## src/rtl/wkev_pkg.sv

```systemverilog
package wkev_pkg;

  localparam int ADDR_W = 12;
  localparam int DATA_W = 32;

  // Register byte addresses.
  localparam logic [ADDR_W-1:0] WKEV_IRQ_STS_ADDR  = 12'h058;
  localparam logic [ADDR_W-1:0] WKEV_IRQ_MASK_ADDR = 12'h05C;
  localparam logic [ADDR_W-1:0] WKEV_HWCFG_ADDR    = 12'h074;
  localparam logic [ADDR_W-1:0] WKEV_PMC_ADDR      = 12'h084;

  // Field positions of the power management control register.
  localparam int PMC_LWEN_BIT = 9;
  localparam int PMC_TYPE_BIT = 6;
  localparam int PMC_STS_BIT  = 5;
  localparam int PMC_IND_BIT  = 3;
  localparam int PMC_POL_BIT  = 2;
  localparam int PMC_PEN_BIT  = 1;
  localparam int PMC_RDY_BIT  = 0;

  // Reserved bits of the power management control register.
  localparam logic [DATA_W-1:0] PMC_RSV_MASK = 32'h0000_0190;

  // Ready mirror in the hardware configuration register.
  localparam int HWCFG_RDY_BIT = 27;

  // Interrupt status and mask layout.
  localparam int IRQ_W        = 2;
  localparam int IRQ_RDY_BIT  = 0;
  localparam int IRQ_WAKE_BIT = 1;

  // Reset values.
  localparam logic [IRQ_W-1:0]  IRQ_RST  = 2'h0;
  localparam logic [DATA_W-1:0] WORD_RST = 32'h0000_0000;

  // Timing.
  localparam int CLK_MHZ          = 200;
  localparam int PULSE_MS         = 50;
  localparam int PULSE_CYCLES_DEF = PULSE_MS * 1000 * CLK_MHZ;
  localparam int READY_CYCLES_DEF = 64;

  // Indication style encoding.
  localparam logic STYLE_PULSE = 1'b0;
  localparam logic STYLE_HOLD  = 1'b1;

  typedef struct packed {
    logic lan_wake_enable;
    logic driver_type;
    logic polarity;
    logic style;
    logic pin_enable;
  } wkev_cfg_type;

  localparam wkev_cfg_type CFG_RST = '{default: 1'b0};

  typedef enum logic [1:0] {
    WKEV_IDLE  = 2'b00,
    WKEV_PULSE = 2'b01,
    WKEV_HOLD  = 2'b10,
    WKEV_DONE  = 2'b11
  } wkev_pin_state_type;

endpackage

```

## src/rtl/wkev_pulse_timer.sv

```systemverilog
`timescale 1ns/1ps
module wkev_pulse_timer
#(
  parameter int CNT_W  = 24,
  parameter int CYCLES = 10000000
)
(
  input  wire logic clk,
  input  wire logic reset_n,
  input  wire logic start,
  input  wire logic abort,
  output logic      done
);

  import wkev_pkg::*;

  initial
  begin
    if (CYCLES < 1 || CYCLES >= (2 ** CNT_W))
    begin
      $error("wkev_pulse_timer: CYCLES does not fit CNT_W");
    end
  end

  localparam logic [CNT_W-1:0] LOAD = CNT_W'(CYCLES - 1);
  localparam logic [CNT_W-1:0] ZERO = '0;

  logic [CNT_W-1:0] cnt_r;
  logic             run_r;

  ////////////////////////////////////////////////////////////////////////////
  // Counts down one pulse length; done is a single-cycle pulse at the end.

  always_ff @(posedge clk or negedge reset_n)
  begin
    if (!reset_n)
    begin
      cnt_r <= ZERO;
      run_r <= 1'b0;
    end
    else if (abort)
    begin
      cnt_r <= ZERO;
      run_r <= 1'b0;
    end
    else if (start)
    begin
      cnt_r <= LOAD;
      run_r <= 1'b1;
    end
    else if (run_r && cnt_r == ZERO)
    begin
      run_r <= 1'b0;
    end
    else if (run_r)
    begin
      cnt_r <= cnt_r - 1'b1;
    end
  end

  assign done = run_r && (cnt_r == ZERO) && !abort;

endmodule

```

## src/rtl/wkev_ctrl.sv

```systemverilog
`timescale 1ns/1ps
module wkev_ctrl
  import wkev_pkg::*;
#(
  parameter int PULSE_CYCLES = wkev_pkg::PULSE_CYCLES_DEF,
  parameter int PULSE_CNT_W  = 24,
  parameter int READY_CYCLES = wkev_pkg::READY_CYCLES_DEF,
  parameter int READY_CNT_W  = 16
)
(
  input  wire logic                        clk,
  input  wire logic                        reset_n,
  input  wire logic                        soft_reset,
  input  wire logic                        digital_reset,
  input  wire logic [wkev_pkg::ADDR_W-1:0] addr,
  input  wire logic [wkev_pkg::DATA_W-1:0] wdata,
  input  wire logic                        wr,
  input  wire logic                        rd,
  output logic      [wkev_pkg::DATA_W-1:0] rdata,
  input  wire logic                        lan_wake_event,
  input  wire logic                        mac_event_pending,
  output logic                             wake_event_out,
  output logic                             wake_event_oe_n,
  output logic                             ready,
  output logic                             irq
);

  import wkev_pkg::*;

  initial
  begin
    if (READY_CYCLES < 1 || READY_CYCLES >= (2 ** READY_CNT_W))
    begin
      $error("wkev_ctrl: READY_CYCLES does not fit READY_CNT_W");
    end
  end

  localparam logic [READY_CNT_W-1:0] READY_LAST = READY_CNT_W'(READY_CYCLES);

  wkev_cfg_type             cfg_r;
  logic                     lan_wake_status_r;
  logic                     ready_r;
  logic [READY_CNT_W-1:0]   rdy_cnt_r;
  logic [IRQ_W-1:0]         irq_sts_r;
  logic [IRQ_W-1:0]         irq_mask_r;
  logic [DATA_W-1:0]        rdata_r;
  logic                     wake_out_r;
  logic                     wake_oe_n_r;
  wkev_pin_state_type       state_r;
  wkev_pin_state_type       state_nxt;
  logic                     sys_clr;
  logic                     wr_pmc;
  logic                     rd_irq;
  logic                     ready_rise;
  logic                     wake_cause;
  logic                     pin_active;
  logic                     pulse_start;
  logic                     pulse_done;
  logic                     irq_wake_set;

  ////////////////////////////////////////////////////////////////////////////
  // Functions.

  function automatic logic hit(input logic [ADDR_W-1:0] a,
                               input logic [ADDR_W-1:0] reg_addr);
    hit = (a == reg_addr);
  endfunction

  function automatic logic [DATA_W-1:0] pmc_word(input wkev_cfg_type c,
                                                 input logic sts,
                                                 input logic rdy);
    logic [DATA_W-1:0] w;
    w = WORD_RST;
    w[PMC_LWEN_BIT] = c.lan_wake_enable;
    w[PMC_TYPE_BIT] = c.driver_type;
    w[PMC_STS_BIT]  = sts;
    w[PMC_IND_BIT]  = c.style;
    w[PMC_POL_BIT]  = c.polarity;
    w[PMC_PEN_BIT]  = c.pin_enable;
    w[PMC_RDY_BIT]  = rdy;
    pmc_word = w;
  endfunction

  ////////////////////////////////////////////////////////////////////////////
  // Decode.

  assign sys_clr = soft_reset || digital_reset;
  assign wr_pmc  = wr && hit(addr, WKEV_PMC_ADDR);
  assign rd_irq  = rd && hit(addr, WKEV_IRQ_STS_ADDR);

  ////////////////////////////////////////////////////////////////////////////
  // Configuration fields; type and polarity survive soft reset.

  always_ff @(posedge clk or negedge reset_n)
  begin
    if (!reset_n)
    begin
      cfg_r <= CFG_RST;
    end
    else if (digital_reset)
    begin
      cfg_r <= CFG_RST;
    end
    else if (soft_reset)
    begin
      cfg_r.lan_wake_enable <= CFG_RST.lan_wake_enable;
      cfg_r.style           <= CFG_RST.style;
      cfg_r.pin_enable      <= CFG_RST.pin_enable;
    end
    else if (wr_pmc)
    begin
      cfg_r.lan_wake_enable <= wdata[PMC_LWEN_BIT];
      cfg_r.driver_type     <= wdata[PMC_TYPE_BIT];
      cfg_r.style           <= wdata[PMC_IND_BIT];
      cfg_r.polarity        <= wdata[PMC_POL_BIT];
      cfg_r.pin_enable      <= wdata[PMC_PEN_BIT];
    end
  end

  ////////////////////////////////////////////////////////////////////////////
  // Wake status: set wins over a write clear.

  always_ff @(posedge clk or negedge reset_n)
  begin
    if (!reset_n)
    begin
      lan_wake_status_r <= 1'b0;
    end
    else if (lan_wake_event)
    begin
      lan_wake_status_r <= 1'b1;
    end
    else if (sys_clr)
    begin
      lan_wake_status_r <= 1'b0;
    end
    else if (wr_pmc && wdata[PMC_STS_BIT] && !mac_event_pending)
    begin
      lan_wake_status_r <= 1'b0;
    end
  end

  ////////////////////////////////////////////////////////////////////////////
  // Ready flag after a settling delay.

  always_ff @(posedge clk or negedge reset_n)
  begin
    if (!reset_n)
    begin
      rdy_cnt_r <= '0;
      ready_r   <= 1'b0;
    end
    else if (sys_clr)
    begin
      rdy_cnt_r <= '0;
      ready_r   <= 1'b0;
    end
    else if (rdy_cnt_r == READY_LAST)
    begin
      ready_r <= 1'b1;
    end
    else
    begin
      rdy_cnt_r <= rdy_cnt_r + 1'b1;
    end
  end

  assign ready      = ready_r;
  assign ready_rise = !ready_r && !sys_clr && (rdy_cnt_r == READY_LAST);

  ////////////////////////////////////////////////////////////////////////////
  // Interrupt status, cleared by read; a new event wins over the clear.

  assign irq_wake_set = lan_wake_event && cfg_r.lan_wake_enable;

  always_ff @(posedge clk or negedge reset_n)
  begin
    if (!reset_n)
    begin
      irq_sts_r <= IRQ_RST;
    end
    else if (sys_clr)
    begin
      irq_sts_r <= IRQ_RST;
    end
    else
    begin
      if (ready_rise)
      begin
        irq_sts_r[IRQ_RDY_BIT] <= 1'b1;
      end
      else if (rd_irq)
      begin
        irq_sts_r[IRQ_RDY_BIT] <= 1'b0;
      end
      if (irq_wake_set)
      begin
        irq_sts_r[IRQ_WAKE_BIT] <= 1'b1;
      end
      else if (rd_irq)
      begin
        irq_sts_r[IRQ_WAKE_BIT] <= 1'b0;
      end
    end
  end

  always_ff @(posedge clk or negedge reset_n)
  begin
    if (!reset_n)
    begin
      irq_mask_r <= IRQ_RST;
    end
    else if (sys_clr)
    begin
      irq_mask_r <= IRQ_RST;
    end
    else if (wr && hit(addr, WKEV_IRQ_MASK_ADDR))
    begin
      irq_mask_r <= wdata[IRQ_W-1:0];
    end
  end

  assign irq = |(irq_sts_r & irq_mask_r);

  ////////////////////////////////////////////////////////////////////////////
  // Read data, one cycle after the strobe.

  always_ff @(posedge clk or negedge reset_n)
  begin
    if (!reset_n)
    begin
      rdata_r <= WORD_RST;
    end
    else if (!rd)
    begin
      rdata_r <= WORD_RST;
    end
    else if (hit(addr, WKEV_PMC_ADDR))
    begin
      rdata_r <= pmc_word(cfg_r, lan_wake_status_r, ready_r);
    end
    else if (hit(addr, WKEV_HWCFG_ADDR))
    begin
      rdata_r                <= WORD_RST;
      rdata_r[HWCFG_RDY_BIT] <= ready_r;
    end
    else if (hit(addr, WKEV_IRQ_STS_ADDR))
    begin
      rdata_r <= {{(DATA_W-IRQ_W){1'b0}}, irq_sts_r};
    end
    else if (hit(addr, WKEV_IRQ_MASK_ADDR))
    begin
      rdata_r <= {{(DATA_W-IRQ_W){1'b0}}, irq_mask_r};
    end
    else
    begin
      rdata_r <= WORD_RST;
    end
  end

  assign rdata = rdata_r;

  ////////////////////////////////////////////////////////////////////////////
  // Indication state machine.

  assign wake_cause = cfg_r.lan_wake_enable && lan_wake_status_r;

  always_comb
  begin
    state_nxt   = state_r;
    pulse_start = 1'b0;
    case (state_r)
      WKEV_IDLE:
      begin
        if (wake_cause && cfg_r.style == STYLE_PULSE)
        begin
          state_nxt   = WKEV_PULSE;
          pulse_start = 1'b1;
        end
        else if (wake_cause)
        begin
          state_nxt = WKEV_HOLD;
        end
      end
      WKEV_PULSE:
      begin
        if (!wake_cause)
        begin
          state_nxt = WKEV_IDLE;
        end
        else if (pulse_done)
        begin
          state_nxt = WKEV_DONE;
        end
      end
      WKEV_HOLD:
      begin
        if (!wake_cause)
        begin
          state_nxt = WKEV_IDLE;
        end
      end
      WKEV_DONE:
      begin
        if (!wake_cause)
        begin
          state_nxt = WKEV_IDLE;
        end
      end
      default:
      begin
        state_nxt = WKEV_IDLE;
      end
    endcase
  end

  always_ff @(posedge clk or negedge reset_n)
  begin
    if (!reset_n)
    begin
      state_r <= WKEV_IDLE;
    end
    else
    begin
      state_r <= state_nxt;
    end
  end

  wkev_pulse_timer
  #(
    .CNT_W  (PULSE_CNT_W),
    .CYCLES (PULSE_CYCLES)
  )
  u_pulse
  (
    .clk     (clk),
    .reset_n (reset_n),
    .start   (pulse_start),
    .abort   (state_r == WKEV_PULSE && !wake_cause),
    .done    (pulse_done)
  );

  assign pin_active = wake_cause && cfg_r.pin_enable &&
                      (state_r == WKEV_PULSE || state_r == WKEV_HOLD);

  ////////////////////////////////////////////////////////////////////////////
  // Pin driver.

  always_ff @(posedge clk or negedge reset_n)
  begin
    if (!reset_n)
    begin
      wake_out_r  <= 1'b0;
      wake_oe_n_r <= 1'b1;
    end
    else if (cfg_r.driver_type)
    begin
      wake_oe_n_r <= 1'b0;
      wake_out_r  <= pin_active ? cfg_r.polarity : !cfg_r.polarity;
    end
    else
    begin
      wake_oe_n_r <= !pin_active;
      wake_out_r  <= 1'b0;
    end
  end

  assign wake_event_out  = wake_out_r;
  assign wake_event_oe_n = wake_oe_n_r;
endmodule

```

## config.mk

```make
export PLATFORM = sky130hd
export DESIGN_NAME = wkev_ctrl
export DESIGN_NICKNAME = d
export VERILOG_FILES = /design/src/rtl/wkev_pkg.sv /design/src/rtl/wkev_pulse_timer.sv /design/src/rtl/wkev_ctrl.sv
export SDC_FILE = /design/constraint.sdc
export NUM_CORES = 1
export LEC_CHECK = 0
export BUFFER_PORTS_ARGS = -buffer_cell sky130_fd_sc_hd__clkbuf_2
export CORE_AREA = 3 3 114 116
export DETAILED_ROUTE_END_ITERATION = 16
export DIE_AREA = 0 0 117 119
export PLACE_DENSITY = 0.58
export REMOVE_ABC_BUFFERS = 1
export SETUP_SLACK_MARGIN = 0.02
export SLEW_MARGIN = 0
export SYNTH_ARGS = -nofsm -noshare
export SYNTH_HDL_FRONTEND = slang
export SYNTH_HIERARCHICAL = 1
export SYNTH_SLANG_ARGS = --single-unit
```

## constraint.sdc

```tcl
create_clock -name clk -period 2.4 [get_ports clk]
set_input_delay 0.36 -clock clk [delete_from_list [all_inputs] [get_ports clk]]
set_output_delay 0.36 -clock clk [all_outputs]
set_load 0.02 [all_outputs]
```

After elaboration in Yosys (flattened, before gate mapping)
Index checks and enable logic that the tools add are counted.
{"block": "word_totals", "word_cells": 116, "reg_bits": 88, "inputBits": 52}
{"block": "classes", "bitwise": 2, "n_addsub": 2, "reduce_logical": 40, "n_mux": 41, "n_eq_ne": 14}
{"op": "$mux W24", "n": 4}
{"op": "$mux W28", "n": 3}
{"op": "$eq A12 B7 Y1 const B", "n": 3}
{"op": "$mux W16", "n": 2}
{"op": "$logic_not A24 Y1", "n": 1}
{"op": "$mux W2", "n": 12}
{"op": "$sub A24 B1 Y24 const B", "n": 1}
{"op": "$reduce_bool A3 Y1", "n": 6}
{"op": "$mux W1", "n": 17}
{"op": "$add A16 B1 Y16 const B", "n": 1}
{"op": "$eq A16 B7 Y1 const B", "n": 1}
{"op": "$logic_and A1 B1 Y1", "n": 15}
{"op": "$eq A12 B8 Y1 const B", "n": 1}
{"op": "$mux W5", "n": 2}
{"op": "$logic_not A1 Y1", "n": 7}
{"op": "$ne A3 B3 Y1 const B", "n": 2}
{"op": "$pmux W2 S3", "n": 1}
{"op": "$reduce_bool A2 Y1", "n": 3}
{"op": "$eq A2 B2 Y1 const B", "n": 2}
{"op": "$ne A2 B2 Y1 const B", "n": 2}
{"op": "$reduce_and A2 Y1", "n": 2}
{"op": "$reduce_or A2 Y1", "n": 2}
{"op": "$ne A3 B2 Y1 const B", "n": 1}
{"op": "$reduce_and A3 Y1", "n": 1}
{"op": "6 further kinds", "n": 7}

Logic depth before layout (Yosys ltp)
Gate-level depths: netlist of the first run.
{"block": "depth", "depth_word": 8, "mapped_depth": 9}

By module
The synthesis of the first run kept the hierarchy.
{"module": "wkev_ctrl", "cells_per_inst": 224, "area_per_inst_um2": 2167.1, "n_inst": 1, "seq_area_each_um2": 977.2}
{"module": "wkev_pulse_timer", "cells_per_inst": 148, "area_per_inst_um2": 1455.1, "n_inst": 1, "seq_area_each_um2": 625.6}

Worst setup path after synthesis of the first run
OpenSTA, ideal clock, no wires.
{"block": "synth_path", "path_type": "reg-to-reg", "startpoint": "register u_pulse.cnt_r[10]", "endpoint": "register state_r[0]", "required_time_ps": 2275, "arrival_ps": 2094, "path_stages_with_launch": 10, "n_path_buf": 1, "slack_ps": 181, "cell_sequence": "dfrtp_1 nor4_4 nand2_2 clkbuf_1 or2_1 nor4_1 nor2b_1 nor3_1 o21ai_0 mux2_2"}
{"block": "synth_via", "elab_chain_len": 5}
{"element": "start, declared", "line_no": "wkev_pulse_timer.sv:28", "source": "logic [CNT_W-1:0] cnt_r;"}
{"element": "start signal, assigned", "line_no": "wkev_pulse_timer.sv:57", "source": "cnt_r <= cnt_r - 1'b1;"}
{"element": "$logic_not A24 Y1", "line_no": "wkev_pulse_timer.sv:61", "source": "assign done = run_r && (cnt_r == ZERO) && !abort;"}
{"element": "$logic_and A1 B1 Y1 (2 in a row)", "line_no": "wkev_pulse_timer.sv:61"}
{"element": "via pulse_done", "line_no": "wkev_ctrl.sv:58", "source": "logic pulse_done;"}
{"element": "$ne A3 B3 Y1 (no source line)"}
{"element": "$reduce_and A3 Y1 (no source line)"}
{"element": "end signal, assigned", "line_no": "wkev_ctrl.sv:325", "source": "state_r <= state_nxt;"}
{"element": "end, declared", "line_no": "wkev_ctrl.sv:49", "source": "wkev_pin_state_type state_r;"}
The timed path passes the listed nets, and every way through them passes these cells.
A chain may end at the register's enable or synchronous reset.

Final worst setup path of the first run
{"block": "layout_path", "startpoint": "register u_pulse.cnt_r[8]", "endpoint": "register state_r[1]"}
Same word-level chain as after synthesis.

==> flow_metrics.tcl, run 1 <==
set metrics [dict create \
    status "finished clean" \
    use_met3_pct 4.98 \
    via_per_inst 5.11 \
    dr.pass1.iters 6 \
    ys_warn_count 6 \
    yosys_most_used_dff "dfrtp_1" \
    use_met1_pct 16.9 \
    endpoint_kind "register" \
    start_kind "register" \
    grt_pass1_wl_mm 14.0 \
    synth_area_leader_cell "dfrtp_1" \
    postLayoutCellArea_sq_um 4300 \
    reg2reg_depth 8 \
    power.density_nw_per_um2 627 \
    fillers 1247 \
    port_buffers 38 \
    grt.busiest_layer "met2" \
    htreeDepth 3 \
    syn-instance-count 372 \
    r2r_slack_ns 0.16 \
    postSynthAreaPerCell_sq_um 9.74 \
    holdCritPathClass "in2async" \
    r2r-start "u_pulse/cnt_r[8]" \
    tritoncts "built" \
    dp_hpwl_mm 5.90 \
    ant_nets 0 \
    path_clk_slew_ns 0.05 \
    ys_types 57 \
    ir_drop_mv 0.431 \
    cts_root_buf "clkbuf_16" \
    dieWidth_microns 117 \
    first_global_vias 2891 \
    num_antenna_cells 0 \
    crit_type "reg2reg" \
    dieArea_sq_um 13900 \
    critPathArrivalTime_ns 2.45 \
    critPathMaxFanout 7 \
    synth_edf_count 0 \
    cp-endpoint "state_r[1]" \
    area_growth_syn_to_layout_pct 18.6 \
    dieHeight_microns 119 \
    ys_ff_latch 64 \
    place_area_sq_um 3970 \
    switching_share_pct 23.1 \
    pwr-share-clk_pct 51.7 \
    use_met2_pct 18.7 \
    grt_overflow_total 0 \
    setup_tns_ns 0 \
    synth_async_sr_flop_share_pct 100 \
    yosysSeqAreaShare_pct 44.2 \
    worst_slew_pin_slew_ns 0.571 \
    fin_nets 485 \
    cp_data_required_time_ns 2.61 \
    synthTopCellsByArea "dfrtp_1 44%, buf_4 5.0%, ha_1 3.1%, a21oi_1 3.0%, nand2_1 2.7%" \
    antenna_found_initial 0 \
    clockBufferDepth 2 \
    rows 40 \
    clock_skew_ns 0.00601 \
    pre_cts_slack_ns 0.171 \
    setup_viol 0 \
    clk_latency_ns 0.33 \
    slew_headroom_pct 61.4 \
    period_minus_slack_ns 2.24 \
    ios 88 \
    rsz0062_at_grt "yes" \
    initial_core_util_pct 30.2 \
    intPower_mw 2.07 \
    wl_per_cell_microns 14.2 \
    drt_iter0_drc 145 \
    reg2reg_to "state_r[1]" \
    worst_slack_ns 0.162 \
    max_cap_viol_count 0 \
    pwr-share-seq_pct 41.1 \
    cts-buffers-inserted 9 \
    grt_max_degree 45 \
    pwr-share-comb_pct 7.3 \
    grtUsageTotal_pct 12.6 \
    gp_congestion 0.795 \
    drc 0 \
    critPathLaunch "u_pulse/cnt_r[8]" \
    switching_power_uw 621 \
    routed_wl_mm 8.17 \
    synth_area_sq_um 3620 \
    clock_sinks 64 \
    hold_buffers 0 \
    synth_top_area_share_pct 43.5 \
    hold_viol 0 \
    layout-drive-gt1-share_pct 21.7 \
    p_leak_nw 1.97 \
    fmax_ghz 0.447 \
    drv_slew 0 \
    coreArea_sq_um 12000 \
    post-route-period-util_pct 93.3 \
    vias 2943 \
]
worst min-delay path by stage:
stage / startpoint / to / cells after the start
final: reset_n / u_pulse/cnt_r[17] / 2
after global routing: reset_n / rdy_cnt_r[5] / 2
after CTS: reset_n / rdy_cnt_r[5] / 2
after detailed placement: cfg_r[3] / wake_event_oe_n / 1
after global placement: cfg_r[3] / wake_event_oe_n / 1
after floorplan: reset_n / cfg_r[0] / 0
synth_stat cells (8+ instances only):
library cell / instances
nor2_1: 23
dfrtp_1: 63
clkbuf_1: 9
nand4_1: 11
and2_1: 10
a31oi_1: 8
nand3_1: 12
xnor2_1: 8
inv_1: 9
nor4_1: 8
nand2_1: 26
buf_4: 24
nor3_1: 9
o31ai_1: 13
a21oi_1: 22
ha_1: 9
or4_1: 13
o21ai_0: 14
power by group through the flow:
stage	Clock, mW	Combinational, mW	Sequential (mW)
2_1_floorplan	0	0.123	1.12
3_3_place_gp	0	0.193	1.12
3_5_place_dp	0	0.196	1.12
4_1_cts	1.43	0.198	1.11
5_1_grt	1.49	0.220	1.11
6_report	1.39	0.196	1.11
what timing repair did:
item                       in CTS  in global routing
buffers inserted                0                  1
gates resized for setup         0                  1
setup endpoints to repair       0                  4
layout make-up:
class	instances	area [sq um]	share of cell area, %
clock buffer	9	225	5.24
clock inverter	7	95.1	2.21
inverter	9	33.8	0.786
multi-input combinational	286	1840	42.9
sequential	64	1600	37.3
tap	147	184	4.28
timing repair buffer	54	310	7.22
per-stage QoR:
| stage | instances | hold WS (ns) | total power [mW] | util, % |
|---|---|---|---|---|
| final | 576 | 0.0937 | 2.69 | 35.8 |
| after global routing | 576 | 0.144 | 2.81 | 35.8 |
| after CTS | 575 | 0.116 | 2.74 | 35.7 |
| after detailed placement | 559 | 0.429 | 1.32 | 33.0 |
| after global placement | 559 | 0.416 | 1.32 | 33.0 |
| after floorplan | 359 | 0.0644 | 1.24 | - |
flip-flops by register name, indices dropped and copies added, names as in the netlist:
signal	cells
wake_event_out	1
u_pulse/run_r	1
cfg_r	5
ready	1
lan_wake_status_r	1
rdy_cnt_r	16
wake_event_oe_n	1
irq_mask_r	2
u_pulse/cnt_r	24
irq_sts_r	2
rdata	8
state_r	2
layer usage:
metal / share of wire, % / vias up
met3: 5.0 / 9
met4: 1.6 / 0
met1: 47 / 1451
li1: - / 1425
met5: 0 / -
met2: 46 / 58
cells in the final DEF (no fill, tap or decap), types with 3 or more instances in the layout:
master / count
and2_1: 10
ha_1: 9
inv_1: 9
a31oi_1: 8
clkbuf_16: 9
nor2b_1: 3
o31ai_1: 13
or3_1: 7
o21ai_0: 14
nor3_1: 9
nor2_1: 23
or2_2: 3
nand3_1: 12
dfrtp_1: 62
nor4_1: 8
conb_1: 24
buf_4: 16
nand2b_1: 4
xor2_1: 7
nand4_1: 11
clkbuf_2: 38
a21oi_1: 22
nor4b_1: 5
mux2i_1: 7
or4_1: 13
xnor2_1: 8
a31o_2: 3
nand2_1: 26
critical path, stage by stage (launching register included):
cell and delay, ns:
dfrtp_2 0.46, nor4_4 0.37, nand2_2 0.09, or2_1 0.26
nor4_1 0.27, nor2b_1 0.08, nor3_1 0.14, o21ai_0 0.15
mux2_2 0.30
kinds of logic (layout without fill, tap and decap cells):
| family | count (synthesis) | count (layout) | share of synthesized area (%) |
|---|---|---|---|
| AO/OA/AOI/OAI | 73 | 73 | 12.9 |
| buffers and inverters | 45 | 79 | 7.25 |
| flip-flops | 64 | 64 | 44.2 |
| XOR/XNOR | 15 | 15 | 3.63 |
| AND/OR/NAND/NOR | 156 | 156 | 26.2 |
| adder cells (fa/ha/maj) | 9 | 9 | 3.11 |
| other | 1 | 24 | 0.104 |
| multiplexers | 9 | 9 | 2.56 |
No activity file was read; power rests on OpenSTA's default activity.
==> run 2, diff against run 1 <==
- CORE_AREA: 3 3 114 116 -> 3 3 113 115
- DIE_AREA: 0 0 117 119 -> 0 0 116 118
- SYNTH_HIERARCHICAL: 1 -> unset
==> flow_metrics.tcl, run 2 <==
set metrics [dict create \
    status "finished clean" \
    start_kind "register" \
    fmax_ghz 0.435 \
    grt_max_degree 35 \
    syn-instance-count 358 \
    reg2reg_to "state_r[1]" \
    dieArea_sq_um 13700 \
    tritoncts "built" \
    via_per_inst 4.86 \
    cts-buffers-inserted 9 \
    grt_overflow_total 0 \
    hold_buffers 0 \
    r2r_slack_ns 0.10 \
    crit_type "reg2reg" \
    wl_per_cell_microns 13.3 \
    post-route-period-util_pct 95.7 \
    reg2reg_depth 5 \
    synth_async_sr_flop_share_pct 100 \
    routed_wl_mm 7.52 \
    worst_slew_pin_slew_ns 0.901 \
    synth_area_sq_um 3520 \
    regArea_sq_um 1600 \
    ys_warn_count 0 \
    place_area_sq_um 3900 \
    largest_register_ff_count 24 \
    first_global_vias 2718 \
    final_common_cell "dfrtp_1" \
    clock_sinks 64 \
    ir_drop_mv 0.342 \
    antenna_found_initial 0 \
    area_growth_syn_to_layout_pct 20.0 \
    cts_setup_buffers 0 \
    dr.pass1.iters 4 \
    multi_input_area_sq_um 1750 \
    dieHeight_microns 118 \
    grt_pass1_wl_mm 12.7 \
    htreeDepth 3 \
    period_minus_slack_ns 2.30 \
    port_buffers 38 \
    gp_congestion 0.784 \
    clk_latency_ns 0.33 \
    p_leak_nw 1.93 \
    grtUsageTotal_pct 11.5 \
    synth_top_area_share_pct 44.8 \
    power.density_nw_per_um2 645 \
    fillers 1205 \
    setup_viol 0 \
    postSynthAreaPerCell_sq_um 9.84 \
    num_antenna_cells 0 \
    vias 2744 \
    cp_data_required_time_ns 2.62 \
    rsz0062_at_grt "no" \
    synth.most_common_cell "dfrtp_1" \
    fin_nets 474 \
    post-place-cells 549 \
    synth_edf_count 0 \
    layout.cells.non_filler 565 \
    drc 0 \
    yosysSeqAreaShare_pct 45.5 \
    max_cap_viol_count 0 \
    largest_register "u_pulse.cnt_r" \
    final_cell_mix "63 x dfrtp_1, 38 x clkbuf_2, 34 x nor2_1" \
    yosys_most_used_dff "dfrtp_1" \
    drt_iter0_drc 191 \
    slew_headroom_pct 40.0 \
    critPathMaxFanout 7 \
    synthTopCellsByArea "dfrtp_1 45%, buf_4 5.1%, a21oi_1 3.7%, nor2_1 3.6%, xor2_1 3.5%" \
    holdCritPathClass "in2async" \
    clock_skew_ns 0.00689 \
    synthTopCellsByCount "63 x dfrtp_1, 34 x nor2_1, 26 x a21oi_1" \
    postLayoutCellArea_sq_um 4230 \
    synth_area_leader_cell "dfrtp_1" \
    critPathArrivalTime_ns 2.52 \
    initial_core_util_pct 29.6 \
    r2r-start "u_pulse.cnt_r[5]" \
    dieWidth_microns 116 \
    drv_slew 0 \
    ys_types 51 \
    ios 88 \
    clockBufferDepth 2 \
    endpoint_kind "register" \
    setup_tns_ns 0 \
    dp_hpwl_mm 5.45 \
    cts_root_buf "clkbuf_16" \
    whs_ns 0.151 \
    layout-drive-gt1-share_pct 21.1 \
    cts_resized 0 \
    rows 40 \
    ys_ff_latch 64 \
    hold_viol 0 \
    ant_nets 0 \
    path_clk_slew_ns 0.06 \
    coreArea_sq_um 11900 \
]
-- run 2: cell count changes in the layout (fill, tap and decap cells not counted), sizes merged, moves of 4 or more --
cell and delta:
nand4 -5, xor2 +7, a21oi +5, nand2 -11, nor2 +11, nor4b -4
o31ai -9
-- run 2: worst max path at each step --
stage	startpoint	end	slack (ns)	cells past startpoint
after global placement	u_pulse.cnt_r[22]	state_r[1]	0.11	5
after floorplan	u_pulse.cnt_r[4]	state_r[1]	0.17	5
final	u_pulse.cnt_r[5]	state_r[1]	0.10	5
after CTS	u_pulse.cnt_r[22]	state_r[1]	0.1	5
after global routing	u_pulse.cnt_r[15]	u_pulse.cnt_r[3]	0.02	5
after detailed placement	u_pulse.cnt_r[20]	state_r[1]	0.10	5
-- run 2: routing by layer --
layer  vias to the layer above  global-route usage (%)  share of wire (%)  wire length [microns]
li1                       1355                       -                  -                      -
met1                      1335                    15.2                 48                   3580
met2                        48                    17.9                 47                   3530
met3                         6                    4.22                4.6                    346
met4                         0                    2.61               0.72                     54
met5                         -                       0                  0                      0
-- run 2: layout make-up --
class | count | area share, %
Multi-Input combinational cell | 273 | 41.5
Sequential cell | 64 | 37.9
Timing Repair Buffer | 55 | 7.81
Clock buffer | 9 | 5.33
Tap cell | 147 | 4.35
Clock inverter | 7 | 2.25
Inverter | 10 | 0.888
-- run 2: worst max-delay path, stage by stage, from the launching register on --
cell and delay [ns]:
dfrtp_1 0.42, or4_4 0.56, or4_4 0.61, o21ai_4 0.20
a21oi_2 0.09, mux2_4 0.30
-- run 2: through the flow --
stage,utilization [%],power (mW),setup WS [ns]
final,35.5,2.73,0.103
after global routing,35.5,2.84,0.0233
after CTS,35.4,2.76,0.0991
after detailed placement,32.7,1.34,0.104
after global placement,32.7,1.33,0.112
after floorplan,-,1.26,0.171
-- run 2: logic make-up (layout without fill, tap and decap cells) --
kind of cell,Yosys count,count (layout),synth area share (%)
flops,64,64,45.5
compound gates,65,65,11.8
mux,11,11,3.27
simple gates,139,139,22.5
fa+ha+maj,9,9,3.20
buf+inv,44,81,7.46
other cells,1,24,0.106
xor+xnor,25,25,6.22
-- run 2: where the power goes --
part / switching, mW / internal [mW] / total (mW)
registers: 0.0140 / 1.09 / 1.11
clock network: 0.501 / 0.910 / 1.41
logic: 0.129 / 0.0818 / 0.211
total: 0.643 / 2.08 / 2.73
